File: src/shared/mie_pkg.sv
// Constants and types for the instruction execution core
package mie_pkg;
  // ==========================================
  // Timing
  localparam int CLK_MHZ = 125;
  localparam int PHASES = 4;
  localparam logic [1:0] PHASE_LAST = 2'h3;
  // ==========================================
  // Instruction word layout
  localparam int IW = 14;
  localparam logic [2:0] CL_MEM = 3'h0;
  localparam logic [2:0] CL_UNA = 3'h1;
  localparam logic [2:0] CL_IMM = 3'h2;
  localparam logic [2:0] CL_MISC = 3'h3;
  localparam logic [2:0] CL_JMP = 3'h4;
  localparam logic [2:0] CL_CALL = 3'h5;
  localparam logic [2:0] CL_BIT0 = 3'h6;
  localparam logic [2:0] CL_BIT1 = 3'h7;
  typedef enum logic [3:0] {
    M_MOVA, M_MOVM, M_ADD, M_ADDM, M_ADC, M_ADCM, M_SUB, M_SUBM,
    M_SBC, M_SBCM, M_AND, M_ANDM, M_OR, M_ORM, M_XOR, M_XORM
  } mie_mfn_t;
  typedef enum logic [3:0] {
    U_CPL, U_CPLA, U_INC, U_INCREMENT_TO_ACCUMULATOR, U_DEC, U_DECREMENT_TO_ACCUMULATOR, U_RR, U_RRA,
    U_RL, U_RLA, U_RRC, U_RRCA, U_RLC, U_RLCA, U_SZ, U_TABRD
  } mie_ufn_t;
  typedef enum logic [2:0] {
    I_MOV, I_ADD, I_SUB, I_AND, I_OR, I_XOR, I_RETV, I_NOP
  } mie_ifn_t;
  typedef enum logic [2:0] {
    X_NOP, X_RET, X_INTERRUPT_RETURN, X_HALT, X_CLRWDT, X_R5, X_R6, X_R7
  } mie_xfn_t;
  typedef enum logic [1:0] {B_CLR, B_SET, B_SZ, B_SNZ} mie_bfn_t;
  // ==========================================
  // Flags and special data locations
  localparam int F_Z = 0;
  localparam int F_C = 1;
  localparam int F_AC = 2;
  localparam int F_OV = 3;
  localparam logic [6:0] PCL_ADDR = 7'h06;
  localparam logic [6:0] TBLP_ADDR = 7'h07;
  localparam logic [13:0] IR_RST = 14'h1f00;
  // ==========================================
  // Register map
  localparam logic [7:0] REG_CTRL = 8'h00;
  localparam logic [7:0] REG_STATUS = 8'h04;
  localparam logic [7:0] REG_PC = 8'h08;
  localparam int CTRL_RUN = 0;
  localparam int CTRL_WAKE = 1;
  localparam logic RUN_RST = 1'b0;
  localparam logic [1:0] RESP_OK = 2'h0;
  localparam logic [1:0] RESP_ERR = 2'h2;
  typedef enum logic [1:0] {
    ST_EXEC = 2'b00, ST_FLUSH = 2'b01, ST_TABLE = 2'b11, ST_HALT = 2'b10
  } mie_st_t;
endpackage

File: src/mie_core.sv
// Instruction execution core with AXI4-Lite control registers
//
// The register offsets and the AXI4-Lite register port are this design's own decisions.
`timescale 1ns/1ps
`default_nettype none
module mie_core #(
  parameter int PC_W = 11,
  parameter int DM_AW = 7,
  parameter int STACK_D = 2
) (
  input wire logic i_clk, // System clock
  input wire logic i_rst_n, // Sync reset, active low
  input wire logic [7:0] i_awaddr, // AXI write address
  input wire logic i_awvalid, // AXI write address valid
  output logic o_awready, // AXI write address ready
  input wire logic [31:0] i_wdata, // AXI write data
  input wire logic [3:0] i_wstrb, // AXI write strobes
  input wire logic i_wvalid, // AXI write data valid
  output logic o_wready, // AXI write data ready
  output logic [1:0] o_bresp, // AXI write response
  output logic o_bvalid, // AXI write response valid
  input wire logic i_bready, // AXI write response ready
  input wire logic [7:0] i_araddr, // AXI read address
  input wire logic i_arvalid, // AXI read address valid
  output logic o_arready, // AXI read address ready
  output logic [31:0] o_rdata, // AXI read data
  output logic [1:0] o_rresp, // AXI read response
  output logic o_rvalid, // AXI read data valid
  input wire logic i_rready, // AXI read data ready
  output logic [PC_W-1:0] o_pm_addr, // Program memory address
  input wire logic [13:0] i_pm_data, // Program memory word
  output logic [DM_AW-1:0] o_dm_raddr, // Data memory read address
  input wire logic [7:0] i_dm_rdata, // Data memory read data
  output logic [DM_AW-1:0] o_dm_waddr, // Data memory write address
  output logic [7:0] o_dm_wdata, // Data memory write data
  output logic o_dm_we, // Data memory write strobe
  output logic o_halt, // Power-down requested
  output logic o_wdt_clr // Watchdog clear pulse
);
  // ==========================================
  // Add/subtract: returns {ov, ac, c, result}
  function automatic logic [10:0] addsub(input logic [7:0] a,
      input logic [7:0] b, input logic ci, input logic sub);
    logic [8:0] s;
    logic [4:0] n;
    logic ov;
    s = sub ? {1'b0, a} - {1'b0, b} - {8'h0, ci}
            : {1'b0, a} + {1'b0, b} + {8'h0, ci};
    n = sub ? {1'b0, a[3:0]} - {1'b0, b[3:0]} - {4'h0, ci}
            : {1'b0, a[3:0]} + {1'b0, b[3:0]} + {4'h0, ci};
    ov = sub ? (a[7] != b[7]) && (s[7] != a[7])
             : (a[7] == b[7]) && (s[7] != a[7]);
    return {ov, n[4], s[8], s[7:0]};
  endfunction

  // ==========================================
  // Core state
  logic [1:0] phase, next_phase;
  mie_pkg::mie_st_t st, next_st;
  logic [PC_W-1:0] pc, next_pc, next_pm_addr;
  logic [13:0] ir, next_ir;
  logic [7:0] acc, next_acc, tblp, next_tblp;
  logic [5:0] tblh, next_tblh;
  logic [3:0] flg, next_flg;
  logic [PC_W-1:0] stk [STACK_D], next_stk [STACK_D];
  logic [DM_AW-1:0] next_dm_raddr, next_dm_waddr;
  logic [7:0] next_dm_wdata;
  logic next_dm_we, next_halt, next_wdt_clr;
  logic ctrl_run, halt_rel;
  logic inst_en, exec_now;
  // Decode scratch
  logic [7:0] mv, res;
  logic [10:0] as;
  logic wr_mem, wr_acc, upd_z, upd_arith, skip, jump, push, pop;
  logic [PC_W-1:0] jaddr;
  logic [2:0] cls;
  logic [3:0] fn;

  assign inst_en = (phase == mie_pkg::PHASE_LAST);
  assign exec_now = inst_en && ctrl_run && st == mie_pkg::ST_EXEC;
  assign cls = ir[13:11];
  assign fn = ir[10:7];

  always_comb begin
    next_phase = phase + 2'h1;
    next_st = st;
    next_pc = pc;
    next_pm_addr = o_pm_addr;
    next_ir = ir;
    next_acc = acc;
    next_tblp = tblp;
    next_tblh = tblh;
    next_flg = flg;
    next_stk = stk;
    next_dm_raddr = o_dm_raddr;
    next_dm_waddr = o_dm_waddr;
    next_dm_wdata = o_dm_wdata;
    next_dm_we = 1'b0;
    next_wdt_clr = 1'b0;
    // PROGRAM_COUNTER_LOW_BYTE reads back the low byte of the executing address
    mv = (o_dm_raddr == DM_AW'(mie_pkg::PCL_ADDR)) ?
         pc[7:0] - 8'h01 : i_dm_rdata;
    res = mv;
    as = '0;
    {wr_mem, wr_acc, upd_z, upd_arith} = 4'h0;
    {skip, jump, push, pop} = 4'h0;
    jaddr = ir[PC_W-1:0];
    if (st == mie_pkg::ST_HALT && halt_rel) begin
      next_st = mie_pkg::ST_EXEC;
    end
    if (inst_en && ctrl_run && st == mie_pkg::ST_TABLE) begin
      next_acc = i_pm_data[7:0];
      next_tblh = i_pm_data[13:8];
      next_pm_addr = pc;
      next_st = mie_pkg::ST_EXEC;
    end
    if (inst_en && ctrl_run && st[1] == 1'b0) begin
      // Fetch the next word; in FLUSH the old ir is simply dropped
      next_ir = i_pm_data;
      next_pc = PC_W'(pc + 1'b1);
      next_pm_addr = PC_W'(pc + 1'b1);
      next_dm_raddr = i_pm_data[DM_AW-1:0];
      next_st = mie_pkg::ST_EXEC;
    end
    if (exec_now) begin
      unique case (cls)
        mie_pkg::CL_MEM: begin
          wr_mem = fn[0];
          wr_acc = !fn[0];
          if (fn[3:1] == 3'h0) begin
            res = fn[0] ? acc : mv;
          end else if (fn < 4'ha) begin
            as = addsub(acc, mv, (fn[3:1] == 3'h2 || fn[3:1] == 3'h4)
                 && flg[mie_pkg::F_C], fn[3:1] > 3'h2);
            res = as[7:0];
            upd_arith = 1'b1;
          end else begin
            unique case (fn[2:1])
              2'h1: res = acc & mv;
              2'h2: res = acc | mv;
              default: res = acc ^ mv;
            endcase
            upd_z = 1'b1;
          end
        end
        mie_pkg::CL_UNA: begin
          wr_mem = !fn[0] && fn < 4'he;
          wr_acc = fn[0] && fn < 4'he;
          unique case (fn[3:1])
            3'h0: begin res = ~mv; upd_z = 1'b1; end
            3'h1: begin res = mv + 8'h01; upd_z = 1'b1; end
            3'h2: begin res = mv - 8'h01; upd_z = 1'b1; end
            3'h3: res = {mv[0], mv[7:1]};
            3'h4: res = {mv[6:0], mv[7]};
            3'h5: begin
              res = {flg[mie_pkg::F_C], mv[7:1]};
              next_flg[mie_pkg::F_C] = mv[0];
            end
            3'h6: begin
              res = {mv[6:0], flg[mie_pkg::F_C]};
              next_flg[mie_pkg::F_C] = mv[7];
            end
            default: begin
              if (fn[0]) begin
                // Table cycle borrows the fetch port for one cycle
                next_st = mie_pkg::ST_TABLE;
                next_pm_addr = {pc[PC_W-1:8], tblp};
              end else begin
                skip = (mv == 8'h00);
              end
            end
          endcase
        end
        mie_pkg::CL_IMM: begin
          wr_acc = fn[3:1] != 3'h7;
          unique case (fn[3:1])
            3'h0: res = ir[7:0];
            3'h1, 3'h2: begin
              as = addsub(acc, ir[7:0], 1'b0, fn[3:1] == 3'h2);
              res = as[7:0];
              upd_arith = 1'b1;
            end
            3'h3: begin res = acc & ir[7:0]; upd_z = 1'b1; end
            3'h4: begin res = acc | ir[7:0]; upd_z = 1'b1; end
            3'h5: begin res = acc ^ ir[7:0]; upd_z = 1'b1; end
            3'h6: begin res = ir[7:0]; pop = 1'b1; end
            default: res = acc;
          endcase
        end
        mie_pkg::CL_MISC: begin
          unique case (fn[3:1])
            3'h1, 3'h2: pop = 1'b1;
            3'h3: next_st = mie_pkg::ST_HALT;
            3'h4: next_wdt_clr = 1'b1;
            default: res = mv;
          endcase
        end
        mie_pkg::CL_JMP: jump = 1'b1;
        mie_pkg::CL_CALL: begin
          jump = 1'b1;
          push = 1'b1;
        end
        mie_pkg::CL_BIT0, mie_pkg::CL_BIT1: begin
          unique case (ir[11:10])
            2'h0: res = mv & ~(8'h01 << ir[9:7]);
            2'h1: res = mv | (8'h01 << ir[9:7]);
            2'h2: skip = !mv[ir[9:7]];
            default: skip = mv[ir[9:7]];
          endcase
          wr_mem = !ir[11];
        end
      endcase
      if (upd_arith) begin
        next_flg = {as[10:8], res == 8'h00};
      end
      if (upd_z) begin
        next_flg[mie_pkg::F_Z] = (res == 8'h00);
      end
      if (wr_acc) begin
        next_acc = res;
      end
      if (wr_mem) begin
        next_dm_we = 1'b1;
        next_dm_waddr = ir[DM_AW-1:0];
        next_dm_wdata = res;
        if (ir[DM_AW-1:0] == DM_AW'(mie_pkg::TBLP_ADDR)) begin
          next_tblp = res;
        end
        if (ir[DM_AW-1:0] == DM_AW'(mie_pkg::PCL_ADDR)) begin
          jump = 1'b1;
          jaddr = {pc[PC_W-1:8], res};
        end
      end
      if (pop) begin
        jump = 1'b1;
        jaddr = stk[0];
        for (int i = 0; i < STACK_D - 1; i++) begin
          next_stk[i] = stk[i+1];
        end
      end
      if (push) begin
        next_stk[0] = pc;
        for (int i = 1; i < STACK_D; i++) begin
          next_stk[i] = stk[i-1];
        end
      end
      if (skip || jump) begin
        next_st = mie_pkg::ST_FLUSH;
      end
      if (jump) begin
        next_pc = jaddr;
        next_pm_addr = jaddr;
      end
    end
    next_halt = (next_st == mie_pkg::ST_HALT);
  end

  always_ff @(posedge i_clk) begin
    if (!i_rst_n) begin
      phase <= 2'h0;
      st <= mie_pkg::ST_FLUSH;
      pc <= '0;
      o_pm_addr <= '0;
      ir <= mie_pkg::IR_RST;
      acc <= 8'h00;
      tblp <= 8'h00;
      tblh <= 6'h00;
      flg <= 4'h0;
      for (int i = 0; i < STACK_D; i++) begin
        stk[i] <= '0;
      end
      o_dm_raddr <= '0;
      o_dm_waddr <= '0;
      o_dm_wdata <= 8'h00;
      o_dm_we <= 1'b0;
      o_halt <= 1'b0;
      o_wdt_clr <= 1'b0;
    end else begin
      phase <= next_phase;
      st <= next_st;
      pc <= next_pc;
      o_pm_addr <= next_pm_addr;
      ir <= next_ir;
      acc <= next_acc;
      tblp <= next_tblp;
      tblh <= next_tblh;
      flg <= next_flg;
      stk <= next_stk;
      o_dm_raddr <= next_dm_raddr;
      o_dm_waddr <= next_dm_waddr;
      o_dm_wdata <= next_dm_wdata;
      o_dm_we <= next_dm_we;
      o_halt <= next_halt;
      o_wdt_clr <= next_wdt_clr;
    end
  end

  // ==========================================
  // AXI4-Lite slave
  logic aw_full, next_aw_full, w_full, next_w_full;
  logic [7:0] aw_addr, next_aw_addr;
  logic [31:0] w_data, next_w_data;
  logic w_strb0, next_w_strb0;
  logic next_run, next_rel, next_awrdy, next_wrdy, next_arrdy;
  logic next_bvalid, next_rvalid;
  logic [1:0] next_bresp, next_rresp;
  logic [31:0] next_rdata;

  always_comb begin
    next_aw_full = aw_full;
    next_w_full = w_full;
    next_aw_addr = aw_addr;
    next_w_data = w_data;
    next_w_strb0 = w_strb0;
    next_run = ctrl_run;
    next_rel = 1'b0;
    next_bvalid = o_bvalid;
    next_bresp = o_bresp;
    next_rvalid = o_rvalid;
    next_rresp = o_rresp;
    next_rdata = o_rdata;
    if (i_awvalid && o_awready) begin
      next_aw_full = 1'b1;
      next_aw_addr = i_awaddr;
    end
    if (i_wvalid && o_wready) begin
      next_w_full = 1'b1;
      next_w_data = i_wdata;
      next_w_strb0 = i_wstrb[0];
    end
    if (o_bvalid && i_bready) begin
      next_bvalid = 1'b0;
    end
    if (aw_full && w_full && !o_bvalid) begin
      next_aw_full = 1'b0;
      next_w_full = 1'b0;
      next_bvalid = 1'b1;
      next_bresp = mie_pkg::RESP_OK;
      if (aw_addr[7:2] == mie_pkg::REG_CTRL[7:2]) begin
        if (w_strb0) begin
          next_run = w_data[mie_pkg::CTRL_RUN];
          next_rel = w_data[mie_pkg::CTRL_WAKE];
        end
      end else if (aw_addr[7:2] != mie_pkg::REG_STATUS[7:2] &&
                   aw_addr[7:2] != mie_pkg::REG_PC[7:2]) begin
        next_bresp = mie_pkg::RESP_ERR;
      end
    end
    if (o_rvalid && i_rready) begin
      next_rvalid = 1'b0;
    end
    if (i_arvalid && o_arready) begin
      next_rvalid = 1'b1;
      next_rresp = mie_pkg::RESP_OK;
      unique case (i_araddr[7:2])
        mie_pkg::REG_CTRL[7:2]: next_rdata = {31'h0, ctrl_run};
        mie_pkg::REG_STATUS[7:2]:
          next_rdata = {10'h0, tblh, 3'h0, o_halt, flg, acc};
        mie_pkg::REG_PC[7:2]: next_rdata = 32'(pc);
        default: begin
          next_rdata = 32'h0;
          next_rresp = mie_pkg::RESP_ERR;
        end
      endcase
    end
    next_awrdy = !next_aw_full;
    next_wrdy = !next_w_full;
    next_arrdy = !next_rvalid;
  end

  always_ff @(posedge i_clk) begin
    if (!i_rst_n) begin
      aw_full <= 1'b0;
      w_full <= 1'b0;
      aw_addr <= 8'h00;
      w_data <= 32'h0;
      w_strb0 <= 1'b0;
      ctrl_run <= mie_pkg::RUN_RST;
      halt_rel <= 1'b0;
      o_awready <= 1'b1;
      o_wready <= 1'b1;
      o_arready <= 1'b1;
      o_bvalid <= 1'b0;
      o_bresp <= mie_pkg::RESP_OK;
      o_rvalid <= 1'b0;
      o_rresp <= mie_pkg::RESP_OK;
      o_rdata <= 32'h0;
    end else begin
      aw_full <= next_aw_full;
      w_full <= next_w_full;
      aw_addr <= next_aw_addr;
      w_data <= next_w_data;
      w_strb0 <= next_w_strb0;
      ctrl_run <= next_run;
      halt_rel <= next_rel;
      o_awready <= next_awrdy;
      o_wready <= next_wrdy;
      o_arready <= next_arrdy;
      o_bvalid <= next_bvalid;
      o_bresp <= next_bresp;
      o_rvalid <= next_rvalid;
      o_rresp <= next_rresp;
      o_rdata <= next_rdata;
    end
  end

  logic add_cy, plain_mem;
  assign add_cy = ({1'b0, acc} + {1'b0, i_dm_rdata}) > 9'h0ff;
  assign plain_mem = (o_dm_raddr != DM_AW'(mie_pkg::PCL_ADDR));
endmodule
`default_nettype wire

File: config.mk
export PLATFORM = sky130hd
export DESIGN_NAME = mie_core
export DESIGN_NICKNAME = d
export VERILOG_FILES = /design/src/shared/mie_pkg.sv /design/src/mie_core.sv
export SDC_FILE = /design/constraint.sdc
export NUM_CORES = 1
export LEC_CHECK = 0
export ABC_CLOCK_PERIOD_IN_PS = 13680
export BUFFER_PORTS_ARGS = -buffer_cell sky130_fd_sc_hd__buf_2
export CAP_MARGIN = 20
export CELL_PAD_IN_SITES_DETAIL_PLACEMENT = 0
export CELL_PAD_IN_SITES_GLOBAL_PLACEMENT = 2
export CORE_MARGIN = 2
export CORE_UTILIZATION = 37
export CTS_BUF_LIST = sky130_fd_sc_hd__clkbuf_8
export CTS_CLUSTER_SIZE = 28
export DETAILED_ROUTE_END_ITERATION = 12
export PLACE_DENSITY = 0.95
export SLEW_MARGIN = 20
export SYNTH_ARGS = -nofsm -noshare
export SYNTH_HDL_FRONTEND = slang
export SYNTH_SLANG_ARGS = --single-unit
File: constraint.sdc
create_clock -name i_clk -period 13.68 [get_ports i_clk]
set_clock_uncertainty 0.05 [all_clocks]
set_input_delay 2.052 -clock i_clk [delete_from_list [all_inputs] [get_ports i_clk]]
set_output_delay 2.052 -clock i_clk [all_outputs]
set_load 0.02 [all_outputs]
==> metrics.yaml <==
synthFlopType: "dfxtp_1"
worst_slew_pin_slew_ns: 1.12
vias: 11100
ios: 158
grtUsageTotal: 0.259
async_flop_share: 0
hold_viol: 0
viasPerCell: 5.97
end_kind: "register"
worstPathArrival_ns: 6.31
cts_resized: 0
fin_cells: 1856
drive_above_1_share: 0.132
die_x_um: 173
grt_max_degree: 66
min_period_ns: 6.06
clockRootBuffer: "clkbuf_8"
gp_congestion: 0.971
ant_nets: 0
cap_violations: 0
fmax_mhz: 165
routed_wl_um: 40000
synth_edf_count: 0
cts_tree: "done"
holdBufCountCts: 0
syn_avg_cell_area_um2: 7.46
fp.dieH_um: 173
drt_iter0_drc: 1062
stdcell_area_um2: 11700
critPathKind: "register to register"
synth_area_um2: 10600
start_kind: "register"
cts_buffer_depth: 2
initial_core_util: 0.378
cts-buffers-inserted: 17
clkTransAtPathRegs_ns: 0.10
seq_area_frac_synth: 0.274
drt_pass1_iterations: 8
grt_pass1_wl_um: 60800
min_period_over_period: 0.443
cts.sinks: 145
insertedDiodeCount: 0
yosys.cell_types.count: 84
placed_area_um2: 11200
synthCells: 1418
irDropWorstVdd_mv: 0.0624
htree_levels: 4
area.growth.synth_to_final_pct: 10.1
slew_headroom: 0.249
cts_setup_buffers: 0
tns_ns: 0
yosys_warnings: 0
drc: 0
antenna_found_initial: 0
port_buffers: 105
power.leakage_nw: 4.48
grt-ovfl-total: 0
clk_latency_ns: 0.47
grt_pass1_vias: 10200
final_max_slew_viol_count: 0
cp_max_fo: 10
synth_seq_cells: 145
min-delay-path-class: "register to register"
p_per_area_nw_per_um2: 73.7
nets: 1620
dp_hpwl_um: 28800
required_ns: 13.92
routedWlPerCell_um: 21.6
outcome: "finished clean"
rsz0062_at_grt: "no"
placedCellCount: 1823
rows: 61
die_area_um2: 30000
core_area_um2: 28000
finalSetupViolations: 0
==> registers in the layout, indices dropped and copies added (netlist names), 2 cells and up <==
signal,flops
acc,8
aw_addr,6
flg,4
ir,8
o_dm_raddr,6
o_dm_waddr,7
o_dm_wdata,8
o_pm_addr,11
o_rdata,19
pc,11
phase,2
st,2
stk,22
tblh,6
tblp,8
w_data,2
==> metrics by stage <==
step	hold slack, ns	total power, mW	utilization	worst slack [ns]
2_1_floorplan	0.349	0.493	-	8.01
3_3_place_gp	0.358	0.517	0.400	7.46
3_5_place_dp	0.366	0.517	0.400	7.39
4_1_cts	0.381	0.869	0.415	7.68
5_1_grt	0.412	0.892	0.416	7.37
6_report	0.379	0.858	0.416	7.62
==> cell usage after synthesis (7+ instances only) <==
cell / n / area share
nand2_1: 199 / 0.071
dfxtp_1: 145 / 0.27
a21oi_1: 134 / 0.063
nor2_1: 133 / 0.047
clkbuf_1: 72 / 0.026
o21ai_0: 70 / 0.033
ha_1: 68 / 0.080
inv_1: 58 / 0.021
nand3_1: 49 / 0.023
nor3_1: 41 / 0.019
a211oi_1: 36 / 0.026
buf_4: 25 / 0.018
xnor2_1: 25 / 0.021
o211ai_1: 22 / 0.016
nand2b_1: 18 / 0.011
a22oi_1: 17 / 0.012
o22ai_1: 17 / 0.010
mux2i_1: 16 / 0.015
xor2_1: 16 / 0.013
a31oi_1: 14 / 0.0083
nor2b_1: 14 / 0.0083
o21a_1: 14 / 0.0099
a311oi_1: 12 / 0.0099
and3_1: 11 / 0.0065
a221oi_1: 9 / 0.0074
buf_6: 9 / 0.0096
or3_1: 9 / 0.0053
nor4_1: 8 / 0.0047
o21ai_1: 8 / 0.0038
a2111oi_0: 7 / 0.0058
nor3b_1: 7 / 0.0050
o221ai_1: 7 / 0.0058
==> worst paths after layout <==
check / start / end / slack, ns / cells past startpoint
hold / removal: phase[0] / phase[0] / 0.38 / 1
hold reg to reg: phase[0] / phase[0] / 0.38 / 1
setup / recovery: o_dm_raddr[0] / o_pm_addr[7] / 7.62 / 18
setup reg to reg: o_dm_raddr[0] / o_pm_addr[7] / 7.62 / 18
==> critical path, stage by stage (launching register included) <==
cell and delay, ns:
dfxtp_1 0.72, inv_1 0.18, ha_1 0.25, and4bb_2 0.30, nand2_1 0.38, nor3_1 0.19, a21oi_1 0.61, ha_1 0.42
inv_1 0.17, ha_1 0.29, nor4b_1 0.08, a2111oi_0 0.40, o211ai_1 0.25, nor3_1 0.20, a211oi_1 0.12, a2111oi_2 0.54
a21oi_1 0.12, a2111oi_0 0.49, a211oi_1 0.12
==> where the power goes <==
group,leakage (nW),total [mW],switching [mW],internal (mW)
clock network,0.205,0.349,0.209,0.140
registers,1.17,0.429,0.00278,0.426
logic,3.10,0.0800,0.0526,0.0274
total,4.48,0.858,0.265,0.594
==> layout make-up <==
class	count	area (um^2)
clock inverters	15	185
repair buffers	126	683
flip-flops and latches	145	2900
multi-input cells	1113	6940
fillers	2977	16400
inverters	62	234
clock buffers	17	234
well taps	378	473
==> cell usage in the layout (no fill, tap or decap), types with 7 or more instances in the layout <==
| cell | instances |
|---|---|
| nand2_1 | 199 |
| dfxtp_1 | 145 |
| a21oi_1 | 134 |
| nor2_1 | 131 |
| buf_2 | 105 |
| o21ai_0 | 70 |
| ha_1 | 68 |
| inv_1 | 57 |
| nand3_1 | 49 |
| nor3_1 | 40 |
| a211oi_1 | 36 |
| xnor2_1 | 25 |
| o211ai_1 | 22 |
| buf_4 | 21 |
| nand2b_1 | 18 |
| o22ai_1 | 17 |
| a22oi_1 | 17 |
| clkbuf_8 | 17 |
| xor2_1 | 16 |
| mux2i_1 | 16 |
| conb_1 | 15 |
| a31oi_1 | 14 |
| o21a_1 | 14 |
| nor2b_1 | 14 |
| a311oi_1 | 12 |
| and3_1 | 11 |
| a221oi_1 | 9 |
| or3_1 | 9 |
| o21ai_1 | 8 |
| nor4_1 | 7 |
| a2111oi_0 | 7 |
| o221ai_1 | 7 |
==> cell families (layout without fill, tap and decap cells) <==
family	after synthesis	after routing	share of synthesized area
and+or+nand+nor	532	532	0.233
AOI/OAI and AO/OA	428	428	0.265
buffers and inverters	174	220	0.0773
DFF	145	145	0.274
adders and majority gates	74	74	0.0917
xor gates and xnor gates	41	41	0.0339
muxes	23	23	0.0247
other	1	15	0.000354
==> layer usage <==
metal | part of all wire | track usage | vias up | wire length, um
li1 | - | - | 5169 | -
met1 | 0.46 | 0.370 | 5278 | 18300
met2 | 0.42 | 0.386 | 559 | 16800
met3 | 0.091 | 0.0508 | 80 | 3620
met4 | 0.031 | 0.0872 | 2 | 1230
met5 | 0.0011 | 0.0112 | - | 45
Note: power is estimated with default switching activity, not from simulation.
